### src/tld_consts.svh
`ifndef TLD_CONSTS_SVH
`define TLD_CONSTS_SVH

// register byte offsets
`define TLD_ADDR_CTRL     8'h00
`define TLD_ADDR_LIMIT    8'h04
`define TLD_ADDR_LEVEL    8'h08
`define TLD_ADDR_INFN_LO  8'h0C
`define TLD_ADDR_INFN_HI  8'h10
`define TLD_ADDR_OUTFN    8'h14
`define TLD_ADDR_STATUS   8'h18

// axi responses
`define TLD_RESP_OKAY     2'h0
`define TLD_RESP_SLVERR   2'h2

// terminal function codes
`define TLD_FN_LIMIT_EN   8'h28
`define TLD_FN_SEL_ONE    8'h29
`define TLD_FN_SEL_TWO    8'h2A
`define TLD_FN_ACTIVE     8'h0A
`define TLD_FN_DETECT     8'h07

// percentages and codes
`define TLD_PCT_MAX       8'hC8
`define TLD_LIMIT_OFF     8'hFF
`define TLD_LIMIT_RST     8'h96
`define TLD_LEVEL_RST     8'h64
`define TLD_TRQ_MAX       10'sh0C8
`define TLD_TRQ_MIN       10'sh338
`define TLD_ANALOG_FS     18'h003FF

// timing
`define TLD_CLK_MHZ       16'h0014
`define TLD_DECEL_HOLD_US 16'h0064
`define TLD_DECEL_HOLD_CYC (`TLD_DECEL_HOLD_US * `TLD_CLK_MHZ)

`endif

### src/tld_pkg.sv
package tld_pkg;

	typedef enum logic [1:0] {
		TLD_SRC_QUAD   = 2'h0,
		TLD_SRC_BITS   = 2'h1,
		TLD_SRC_ANALOG = 2'h2,
		TLD_SRC_OPTION = 2'h3
	} tld_src_t;

	typedef logic [6:0][7:0] tld_infn_t;
	typedef logic [3:0][7:0] tld_quad_vals_t;

	// true when any terminal carrying the code is on in lvl
	function automatic logic tld_fn_hit(input tld_infn_t fn, input logic [6:0] lvl,
		input logic [7:0] code);
		logic hit;
		hit = 1'b0;
		for (int i = 0; i < 7; i++) begin
			if (fn[i] == code && lvl[i]) begin
				hit = 1'b1;
			end
		end
		return hit;
	endfunction

endpackage

### src/tld_quadrant.sv
`timescale 1ns/1ps
`include "tld_consts.svh"

module tld_quadrant (
	// clock and reset
	input  wire logic                     clk_i,
	input  wire logic                     srst_i,
	// drive state
	input  wire logic signed [15:0]       speed_i,
	input  wire logic signed [8:0]        torque_i,
	// limit sources
	input  tld_pkg::tld_src_t             src_i,
	input  tld_pkg::tld_quad_vals_t       limits_i,
	input  tld_pkg::tld_quad_vals_t       levels_i,
	input  wire logic [1:0]               sel_idx_i,
	input  wire logic [9:0]               analog_i,
	input  wire logic [7:0]               option_i,
	// selected values
	output logic [1:0]                    quad_o,
	output logic [7:0]                    mag_o,
	output logic [7:0]                    limit_o,
	output logic [7:0]                    level_o
);
	import tld_pkg::*;

	logic [1:0]  next_quad;
	logic [7:0]  next_mag;
	logic [7:0]  next_limit;
	logic [17:0] prod;

	always_comb begin
		next_quad = {torque_i[8], speed_i[15] ^ torque_i[8]};
		next_mag  = torque_i[8] ? 8'(-torque_i) : 8'(torque_i);
		// 0..10 V full scale onto 0..200 percent
		prod = 18'(analog_i) * 18'(`TLD_PCT_MAX);
		unique case (src_i)
			TLD_SRC_QUAD:   next_limit = limits_i[next_quad];
			// terminal pair picks one value for all quadrants
			TLD_SRC_BITS:   next_limit = limits_i[sel_idx_i];
			TLD_SRC_ANALOG: next_limit = 8'(prod / `TLD_ANALOG_FS);
			TLD_SRC_OPTION: next_limit = option_i;
		endcase
	end

	always_ff @(posedge clk_i) begin
		if (srst_i) begin
			quad_o  <= 2'h0;
			mag_o   <= 8'h00;
			limit_o <= `TLD_LIMIT_OFF;
			level_o <= 8'h00;
		end else begin
			quad_o  <= next_quad;
			mag_o   <= next_mag;
			limit_o <= next_limit;
			level_o <= levels_i[next_quad];
		end
	end

endmodule

### src/tld_top.sv
// Summary of operation
// - limit-enable terminal on applies selected limit; the code applies it only while speed_mode_i is high
// - no limit-enable terminal means always limited; the code limits only while speed_mode_i is high
// - limit-enable assigned but off disables limiting
// - function 10 output high while limiting
// - source 0 quad, 1 bits, 2 analog, 3 option
// - quad source uses per-quadrant limit values
// - bit source picks value for all quadrants
// - limit is 0..200 percent or disable code
// - analog 0..10 V maps to 0..200 percent
// - option source takes limit from option board
// - hold setting pauses deceleration on limit change
// - input function 40 is limit enable level
// - output function 07 flags torque detection
// - polarity selects over or under detection
// - detection level chosen by present quadrant
// - timing selects running or constant speed only
// - torque monitor clamped to plus minus 200
//
// Our own choices: the address map and the AXI4-Lite interface to the registers.
`timescale 1ns/1ps
`include "tld_consts.svh"

module tld_top (
	// clock and reset
	input  wire logic               clk_i,
	input  wire logic               srst_i,
	// axi4-lite write
	input  wire logic [7:0]         s_axi_awaddr_i,
	input  wire logic               s_axi_awvalid_i,
	output logic                    s_axi_awready_o,
	input  wire logic [31:0]        s_axi_wdata_i,
	input  wire logic [3:0]         s_axi_wstrb_i,
	input  wire logic               s_axi_wvalid_i,
	output logic                    s_axi_wready_o,
	output logic [1:0]              s_axi_bresp_o,
	output logic                    s_axi_bvalid_o,
	input  wire logic               s_axi_bready_i,
	// axi4-lite read
	input  wire logic [7:0]         s_axi_araddr_i,
	input  wire logic               s_axi_arvalid_i,
	output logic                    s_axi_arready_o,
	output logic [31:0]             s_axi_rdata_o,
	output logic [1:0]              s_axi_rresp_o,
	output logic                    s_axi_rvalid_o,
	input  wire logic               s_axi_rready_i,
	// multifunction terminals
	input  wire logic [6:0]         in_term_i,
	output logic [2:0]              out_term_o,
	// drive side
	input  wire logic signed [9:0]  torque_est_i,
	input  wire logic signed [15:0] speed_i,
	input  wire logic               run_i,
	input  wire logic               accel_i,
	input  wire logic               decel_i,
	input  wire logic               speed_mode_i,
	input  wire logic [9:0]         analog_voltage_input_i,
	input  wire logic [7:0]         option_limit_i,
	// results
	output logic                    limiting_active_output_o,
	output logic                    torque_detect_output_o,
	output logic                    decel_hold_o,
	output logic [7:0]              torque_limit_o,
	output logic signed [8:0]       torque_estimate_monitor_o
);
	import tld_pkg::*;

	// settings
	tld_src_t       src_q;
	logic           decel_hold_setting;
	logic           detect_polarity_setting;
	logic           detect_timing_setting;
	tld_quad_vals_t limit_val;
	tld_quad_vals_t level_val;
	tld_infn_t      in_fn;
	logic [2:0][7:0] out_fn;

	// bus state
	logic           aw_got;
	logic           w_got;
	logic [7:0]     waddr_q;
	logic [31:0]    wdata_q;
	logic [3:0]     wstrb_q;
	logic           do_write;
	logic           wr_ok;
	logic [31:0]    rd_word;
	logic           rd_ok;

	// datapath
	logic [6:0]     term_m;
	logic [6:0]     term_s;
	logic signed [8:0] torque_c;
	logic [1:0]     q_quad;
	logic [7:0]     q_mag;
	logic [7:0]     q_limit;
	logic [7:0]     q_level;
	logic           le_assigned;
	logic           le_level;
	logic [1:0]     sel_idx;
	logic           apply;
	logic           det_gate;
	logic           next_active;
	logic           next_detect;
	logic [15:0]    hold_cnt;

	// a pin level may change anywhere in the period; only term_s is read
	always_ff @(posedge clk_i) begin
		if (srst_i) begin
			term_m <= 7'h00;
			term_s <= 7'h00;
		end else begin
			term_m <= in_term_i;
			term_s <= term_m;
		end
	end

	// ---- axi4-lite write channel ----
	assign do_write = aw_got && w_got;

	always_ff @(posedge clk_i) begin
		if (srst_i) begin
			s_axi_awready_o <= 1'b1;
			s_axi_wready_o  <= 1'b1;
			aw_got          <= 1'b0;
			w_got           <= 1'b0;
			waddr_q         <= 8'h00;
			wdata_q         <= 32'h0000_0000;
			wstrb_q         <= 4'h0;
			s_axi_bvalid_o  <= 1'b0;
			s_axi_bresp_o   <= `TLD_RESP_OKAY;
		end else begin
			if (s_axi_awvalid_i && s_axi_awready_o) begin
				s_axi_awready_o <= 1'b0;
				aw_got          <= 1'b1;
				waddr_q         <= s_axi_awaddr_i;
			end
			if (s_axi_wvalid_i && s_axi_wready_o) begin
				s_axi_wready_o <= 1'b0;
				w_got          <= 1'b1;
				wdata_q        <= s_axi_wdata_i;
				wstrb_q        <= s_axi_wstrb_i;
			end
			if (do_write) begin
				aw_got         <= 1'b0;
				w_got          <= 1'b0;
				s_axi_bvalid_o <= 1'b1;
				s_axi_bresp_o  <= wr_ok ? `TLD_RESP_OKAY : `TLD_RESP_SLVERR;
			end
			// ready returns only after the response, so one write at a time
			if (s_axi_bvalid_o && s_axi_bready_i) begin
				s_axi_bvalid_o  <= 1'b0;
				s_axi_awready_o <= 1'b1;
				s_axi_wready_o  <= 1'b1;
			end
		end
	end

	always_comb begin
		case ({waddr_q[7:2], 2'h0})
			`TLD_ADDR_CTRL, `TLD_ADDR_LIMIT, `TLD_ADDR_LEVEL, `TLD_ADDR_INFN_LO,
			`TLD_ADDR_INFN_HI, `TLD_ADDR_OUTFN, `TLD_ADDR_STATUS: wr_ok = 1'b1;
			default: wr_ok = 1'b0;
		endcase
	end

	always_ff @(posedge clk_i) begin
		if (srst_i) begin
			src_q                   <= TLD_SRC_QUAD;
			decel_hold_setting      <= 1'b0;
			detect_polarity_setting <= 1'b0;
			detect_timing_setting   <= 1'b0;
			limit_val               <= {4{`TLD_LIMIT_RST}};
			level_val               <= {4{`TLD_LEVEL_RST}};
			in_fn                   <= '0;
			out_fn                  <= '0;
		end else if (do_write) begin
			case ({waddr_q[7:2], 2'h0})
				`TLD_ADDR_CTRL: begin
					if (wstrb_q[0]) begin
						src_q                   <= tld_src_t'(wdata_q[1:0]);
						decel_hold_setting      <= wdata_q[2];
						detect_polarity_setting <= wdata_q[3];
						detect_timing_setting   <= wdata_q[4];
					end
				end
				`TLD_ADDR_LIMIT: begin
					for (int i = 0; i < 4; i++) begin
						if (wstrb_q[i]) begin
							limit_val[i] <= wdata_q[8*i +: 8];
						end
					end
				end
				`TLD_ADDR_LEVEL: begin
					for (int i = 0; i < 4; i++) begin
						if (wstrb_q[i]) begin
							level_val[i] <= wdata_q[8*i +: 8];
						end
					end
				end
				`TLD_ADDR_INFN_LO: begin
					for (int i = 0; i < 4; i++) begin
						if (wstrb_q[i]) begin
							in_fn[i] <= wdata_q[8*i +: 8];
						end
					end
				end
				`TLD_ADDR_INFN_HI: begin
					for (int i = 0; i < 3; i++) begin
						if (wstrb_q[i]) begin
							in_fn[4+i] <= wdata_q[8*i +: 8];
						end
					end
				end
				`TLD_ADDR_OUTFN: begin
					for (int i = 0; i < 3; i++) begin
						if (wstrb_q[i]) begin
							out_fn[i] <= wdata_q[8*i +: 8];
						end
					end
				end
				default: begin
				end
			endcase
		end
	end

	// ---- axi4-lite read channel ----
	always_comb begin
		rd_ok = 1'b1;
		case ({s_axi_araddr_i[7:2], 2'h0})
			`TLD_ADDR_CTRL:    rd_word = {27'h0, detect_timing_setting,
				detect_polarity_setting, decel_hold_setting, src_q};
			`TLD_ADDR_LIMIT:   rd_word = limit_val;
			`TLD_ADDR_LEVEL:   rd_word = level_val;
			`TLD_ADDR_INFN_LO: rd_word = in_fn[3:0];
			`TLD_ADDR_INFN_HI: rd_word = {8'h00, in_fn[6:4]};
			`TLD_ADDR_OUTFN:   rd_word = {8'h00, out_fn};
			`TLD_ADDR_STATUS:  rd_word = {3'h0, torque_limit_o, q_quad, decel_hold_o,
				torque_detect_output_o, limiting_active_output_o,
				{7{torque_estimate_monitor_o[8]}}, torque_estimate_monitor_o};
			default: begin
				rd_word = 32'h0000_0000;
				rd_ok   = 1'b0;
			end
		endcase
	end

	always_ff @(posedge clk_i) begin
		if (srst_i) begin
			s_axi_arready_o <= 1'b1;
			s_axi_rvalid_o  <= 1'b0;
			s_axi_rdata_o   <= 32'h0000_0000;
			s_axi_rresp_o   <= `TLD_RESP_OKAY;
		end else if (s_axi_arvalid_i && s_axi_arready_o) begin
			s_axi_arready_o <= 1'b0;
			s_axi_rvalid_o  <= 1'b1;
			s_axi_rdata_o   <= rd_word;
			s_axi_rresp_o   <= rd_ok ? `TLD_RESP_OKAY : `TLD_RESP_SLVERR;
		end else if (s_axi_rvalid_o && s_axi_rready_i) begin
			s_axi_rvalid_o  <= 1'b0;
			s_axi_arready_o <= 1'b1;
		end
	end

	// ---- torque path ----
	always_comb begin
		// clamp estimate to the monitor range
		if (torque_est_i > `TLD_TRQ_MAX) begin
			torque_c = 9'(`TLD_TRQ_MAX);
		end else if (torque_est_i < `TLD_TRQ_MIN) begin
			torque_c = 9'(`TLD_TRQ_MIN);
		end else begin
			torque_c = torque_est_i[8:0];
		end
	end

	// select bit two is the high index bit
	assign sel_idx = {tld_fn_hit(in_fn, term_s, `TLD_FN_SEL_TWO),
		tld_fn_hit(in_fn, term_s, `TLD_FN_SEL_ONE)};

	tld_quadrant u_quadrant (
		.clk_i     (clk_i),
		.srst_i    (srst_i),
		.speed_i   (speed_i),
		.torque_i  (torque_c),
		.src_i     (src_q),
		.limits_i  (limit_val),
		.levels_i  (level_val),
		.sel_idx_i (sel_idx),
		.analog_i  (analog_voltage_input_i),
		.option_i  (option_limit_i),
		.quad_o    (q_quad),
		.mag_o     (q_mag),
		.limit_o   (q_limit),
		.level_o   (q_level)
	);

	always_comb begin
		// function 40 on any terminal marks the enable as assigned
		le_assigned = tld_fn_hit(in_fn, 7'h7F, `TLD_FN_LIMIT_EN);
		le_level    = tld_fn_hit(in_fn, term_s, `TLD_FN_LIMIT_EN);
		// enable follows the terminal only when one is assigned
		apply = (!le_assigned || le_level) && speed_mode_i;
		// disable code means no limit at all
		next_active = apply && (q_limit != `TLD_LIMIT_OFF) && (q_mag >= q_limit);
		// constant-speed mode masks detection while ramping
		det_gate = run_i && (!detect_timing_setting || (!accel_i && !decel_i));
		// over or under the quadrant level
		next_detect = det_gate &&
			(detect_polarity_setting ? (q_mag < q_level) : (q_mag > q_level));
	end

	always_ff @(posedge clk_i) begin
		if (srst_i) begin
			limiting_active_output_o  <= 1'b0;
			torque_detect_output_o    <= 1'b0;
			torque_limit_o            <= `TLD_LIMIT_OFF;
			torque_estimate_monitor_o <= 9'h000;
		end else begin
			// active flag tracks the limit actually biting
			limiting_active_output_o  <= next_active;
			torque_detect_output_o    <= next_detect;
			torque_limit_o            <= (apply && q_limit != `TLD_LIMIT_OFF) ?
				q_limit : `TLD_LIMIT_OFF;
			torque_estimate_monitor_o <= torque_c;
		end
	end

	// route each output terminal by its function code
	always_ff @(posedge clk_i) begin
		if (srst_i) begin
			out_term_o <= 3'h0;
		end else begin
			for (int k = 0; k < 3; k++) begin
				out_term_o[k] <= (out_fn[k] == `TLD_FN_ACTIVE) ? next_active :
					(out_fn[k] == `TLD_FN_DETECT) ? next_detect : 1'b0;
			end
		end
	end

	// pause ramp-down briefly whenever limiting starts or stops
	always_ff @(posedge clk_i) begin
		if (srst_i || !decel_hold_setting) begin
			hold_cnt     <= 16'h0000;
			decel_hold_o <= 1'b0;
		end else if (decel_i && (next_active != limiting_active_output_o)) begin
			hold_cnt     <= `TLD_DECEL_HOLD_CYC - 16'h0001;
			decel_hold_o <= 1'b1;
		end else if (hold_cnt != 16'h0000) begin
			hold_cnt <= hold_cnt - 16'h0001;
		end else begin
			decel_hold_o <= 1'b0;
		end
	end

	// ---- checks ----
	logic [7:0] bits_pick;
	logic [1:0] quad_expect;
	logic [7:0] analog_expect;
	assign bits_pick     = limit_val[sel_idx];
	assign quad_expect   = {torque_c[8], speed_i[15] ^ torque_c[8]};
	assign analog_expect = 8'((18'(analog_voltage_input_i) * 18'(`TLD_PCT_MAX)) /
		`TLD_ANALOG_FS);
endmodule

### config.mk
export PLATFORM = sky130hd
export DESIGN_NAME = tld_top
export DESIGN_NICKNAME = d
export VERILOG_FILES = /design/src/tld_pkg.sv /design/src/tld_quadrant.sv /design/src/tld_top.sv
export VERILOG_INCLUDE_DIRS = /design/src /design/src/src
export SDC_FILE = /design/constraint.sdc
export NUM_CORES = 1
export LEC_CHECK = 0
export ABC_AREA = 0
export BUFFER_PORTS_ARGS = -buffer_cell sky130_fd_sc_hd__buf_2
export CAP_MARGIN = 10
export CORE_MARGIN = 3
export CORE_UTILIZATION = 64
export CTS_BUF_LIST = sky130_fd_sc_hd__clkbuf_8 sky130_fd_sc_hd__clkbuf_16
export DETAILED_ROUTE_END_ITERATION = 10
export PLACE_DENSITY = 0.84
export SETUP_SLACK_MARGIN = 0.5
export SLEW_MARGIN = 20
export SYNTH_ARGS = -nofsm -noshare
export SYNTH_HDL_FRONTEND = slang
export SYNTH_SLANG_ARGS = --single-unit
### constraint.sdc
create_clock -name clk_i -period 18.6 [get_ports clk_i]
set_clock_uncertainty 0.2 [all_clocks]
set_input_delay 0 -clock clk_i [delete_from_list [all_inputs] [get_ports clk_i]]
set_output_delay 0 -clock clk_i [all_outputs]
set_load 0.01 [all_outputs]
==> results.cfg <==
[global_route]
grt_pass1_vias = 15720
grt_max_degree = 109
initial_antenna_violation_count = 0
all_layer_global_routing_usage = 0.3871
globalRouteOverflowTotal = 0
grt_pass1_wl_um = 87620

[floorplan]
design.die.area_mm2 = 0.02819
fp.dieH_um = 167.9
placementRows = 58
core_area_mm2 = 0.02547
initial_utilization = 0.6585
pin_count = 178
die_w_um = 167.9

[power]
power_density_relative_to_cell_area_mw_per_mm2 = 95.43
cellLeakagePower_nw = 8.581
ir_drop_v = 0.0001051

[worst_setup_path]
worst_ep_arrival_time_ns = 9.22
worst-path-max-fanout = 9
worst_ep_required_time_ns = 18.83
critPathSlowestCell = sky130_fd_sc_hd__a2111oi_0
timing.setup.critical_path_class = in2reg
critical_path.most_common_cell = sky130_fd_sc_hd__ha_1
end_kind = register
max_stage_delay_ns = 0.71
worst_setup_path_start_kind = input pin

[yosys]
post_synth_most_frequent_cells = 309 x sky130_fd_sc_hd__dfxtp_1, 231 x sky130_fd_sc_hd__nor2_1, 196 x sky130_fd_sc_hd__nand2_1, 145 x sky130_fd_sc_hd__mux2i_1, 121 x sky130_fd_sc_hd__a21oi_1
synth_seq_area_share = 0.3688
netlist_top_cells_area = sky130_fd_sc_hd__dfxtp_1 37%, sky130_fd_sc_hd__mux2i_1 8.7%, sky130_fd_sc_hd__nor2_1 5.2%
ys_async_sr_fraction = 0
mappedNetlistArea_mm2 = 0.01677
yosys.area.top_type = sky130_fd_sc_hd__dfxtp_1
postSynthRegisterBits = 309
netlist_instances = 1931
ys.flop_type = sky130_fd_sc_hd__dfxtp_1
synth-warning-count = 0
synthDistinctLibCells = 100
avgSynthCellArea_um2 = 8.686
synth_top_area_frac = 0.3688
edff_count_synth = 0
synth.most_common_cell = sky130_fd_sc_hd__dfxtp_1

[clocking]
clkLatencyLatePin_ns = 0.57
cts_post_setup_buffers_inserted = 0
clock_input_transition_at_the_sequential_cells_of_the_worst_setup_and_hold_paths_ns = 0.07
htree_num_levels = 1
tritoncts.num_buffers = 31
cts_root_buffer = sky130_fd_sc_hd__clkbuf_16
cts.sink_count = 309
clockBufferDepth = 3
cts_tree = done

[placement]
pre_cts_ws_ns = 9.204
routabilityCongestion = 1.023
place.detailed.hpwl_um = 38740
port-buffer-count = 156

[routing]
detail_route.wirelength_um = 57430
first_pass_iters = 10
drt.antenna.violating_nets = 0
total_vias_in_the_final_route = 16550
drt-vias-per-instance = 6.591
drc = 0
drt-initial-drc-count = 2364
post_drt_wl_per_cell_um = 22.87

[timing]
fmax_mhz = 111.3
final_critical_path_setup_slack_ns = 9.612
rsz0062_at_grt = false
finalHoldWorstSlack_ns = 0.009046
timing.final.setup_violations = 0
layout_worst_path_cycle_share = 0.4832
min_cycle_time_layout_ns = 8.988
pins_over_their_slew_limit = 0
setup_tns_after_final_layout_ns = 0
worst_slew_margin_rel = 0.1983
report.final.hold_viol_count = 0
worst_slew_pin_slew_ns = 1.198

[run]
cap_violations = 0

[cells_and_area]
n_antenna_cell = 0
layout_net_count = 2334
area_delta_synth_final_pct = 19.32
drive_above_1_share = 0.1426

[status]
status = finished clean

[min_path]
hold_path.class = in2reg
==> cells by family (layout without fill, tap and decap cells) <==
| family | count (synthesis) | after routing | share of synthesized area |
|---|---|---|---|
| other | 1 | 2 | 0.0002236 |
| buffers and inverters | 161 | 410 | 0.03953 |
| muxes | 171 | 171 | 0.1134 |
| AOI/OAI and AO/OA | 438 | 438 | 0.1857 |
| DFF | 309 | 309 | 0.3688 |
| adders and majority gates | 63 | 63 | 0.04923 |
| and+or+nand+nor | 750 | 750 | 0.2221 |
| xor gates and xnor gates | 38 | 38 | 0.02096 |
==> worst max-delay path: cells and delay by family <==
family / cells / cell delay (ns)
AND/OR/NAND/NOR: 7 / 1.89
multiplexers: 2 / 0.53
XOR/XNOR: 1 / 0.23
adder cells (fa/ha/maj): 5 / 1.68
AO/OA/AOI/OAI: 14 / 4.38
buffers and inverters: 4 / 0.49
==> sequential cells by signal (all words and copies together) (netlist names), 6 cells and up <==
register and cells:
level_val 32, term_m 7, torque_estimate_monitor_o 9, u_quadrant.limit_o 8, hold_cnt 16, wdata_q 32
torque_limit_o 8, u_quadrant.level_o 8, limit_val 32, term_s 7, in_fn 56, s_axi_rdata_o 32
u_quadrant.mag_o 7, out_fn 24, waddr_q 6
==> cell type report <==
class	instances	area, um^2
inverters	56	210.2
well taps	330	412.9
clock buffers	35	830.8
repair buffers	297	2171
clock inverters	22	251.5
flip-flops and latches	309	6186
multi-input cells	1462	9952
fillers	1698	5458
==> per-layer routing <==
metal | part of all wire | wire length, um | GRT usage | vias to the layer above
met1 | 0.39 | 22600 | 0.5216 | 7826
met4 | 0.037 | 2112 | 0.1192 | 0
met3 | 0.12 | 6952 | 0.09063 | 189
li1 | - | - | - | 7470
met5 | 0 | 0 | 0 | -
met2 | 0.45 | 25770 | 0.6220 | 1064
==> power breakdown <==
group / internal, mW / switching, mW / total (mW)
Combinational: 0.210 / 0.342 / 0.552
Clock: 0.390 / 0.270 / 0.660
Sequential: 0.677 / 0.0203 / 0.698
==> path summary, 6_finish.rpt <==
kind / startpoint / end / slack, ns / depth (start not counted)
max: analog_voltage_input_i[1] / u_quadrant.limit_o[0] / 9.61 / 33
min: in_term_i[3] / term_m[3] / 0.009 / 3
max reg2reg: in_fn[27] / hold_cnt[15] / 14.43 / 10
min reg2reg: term_m[3] / term_s[3] / 0.25 / 1
==> cells in the final DEF, fill, tap and decap left out, types with 19 or more instances in the layout <==
cell and n:
sky130_fd_sc_hd__dfxtp_1 309, sky130_fd_sc_hd__nor2_1 230, sky130_fd_sc_hd__nand2_1 195, sky130_fd_sc_hd__buf_2 155
sky130_fd_sc_hd__mux2i_1 145, sky130_fd_sc_hd__dlygate4sd3_1 129, sky130_fd_sc_hd__a21oi_1 121, sky130_fd_sc_hd__inv_1 59
sky130_fd_sc_hd__a22oi_1 59, sky130_fd_sc_hd__ha_1 58, sky130_fd_sc_hd__nand3_1 53, sky130_fd_sc_hd__o21ai_0 49
sky130_fd_sc_hd__nor2b_1 38, sky130_fd_sc_hd__nor3_1 35, sky130_fd_sc_hd__and3_1 34, sky130_fd_sc_hd__a211o_1 32
sky130_fd_sc_hd__clkbuf_16 31, sky130_fd_sc_hd__a31oi_1 23, sky130_fd_sc_hd__xnor2_1 23, sky130_fd_sc_hd__nand2b_1 19
==> through the flow <==
step | cell area (um^2) | util | std cells | power, mW
floorplan | 16780 | - | 1932 | 1.106
global placement | 17640 | 0.6924 | 2325 | 1.211
detailed placement | 17640 | 0.6925 | 2325 | 1.220
CTS | 20010 | 0.7856 | 2511 | 1.885
global route | 20010 | 0.7857 | 2511 | 1.986
finish | 20010 | 0.7857 | 2511 | 1.910
==> what timing repair did <==
item / CTS / global route
resized for setup: 0 / 0
hold endpoints to repair: 147 / 0
hold buffers: 129 / 0
endpoints found under the setup margin: 0 / 0
Power figures use the tool's default switching activity.
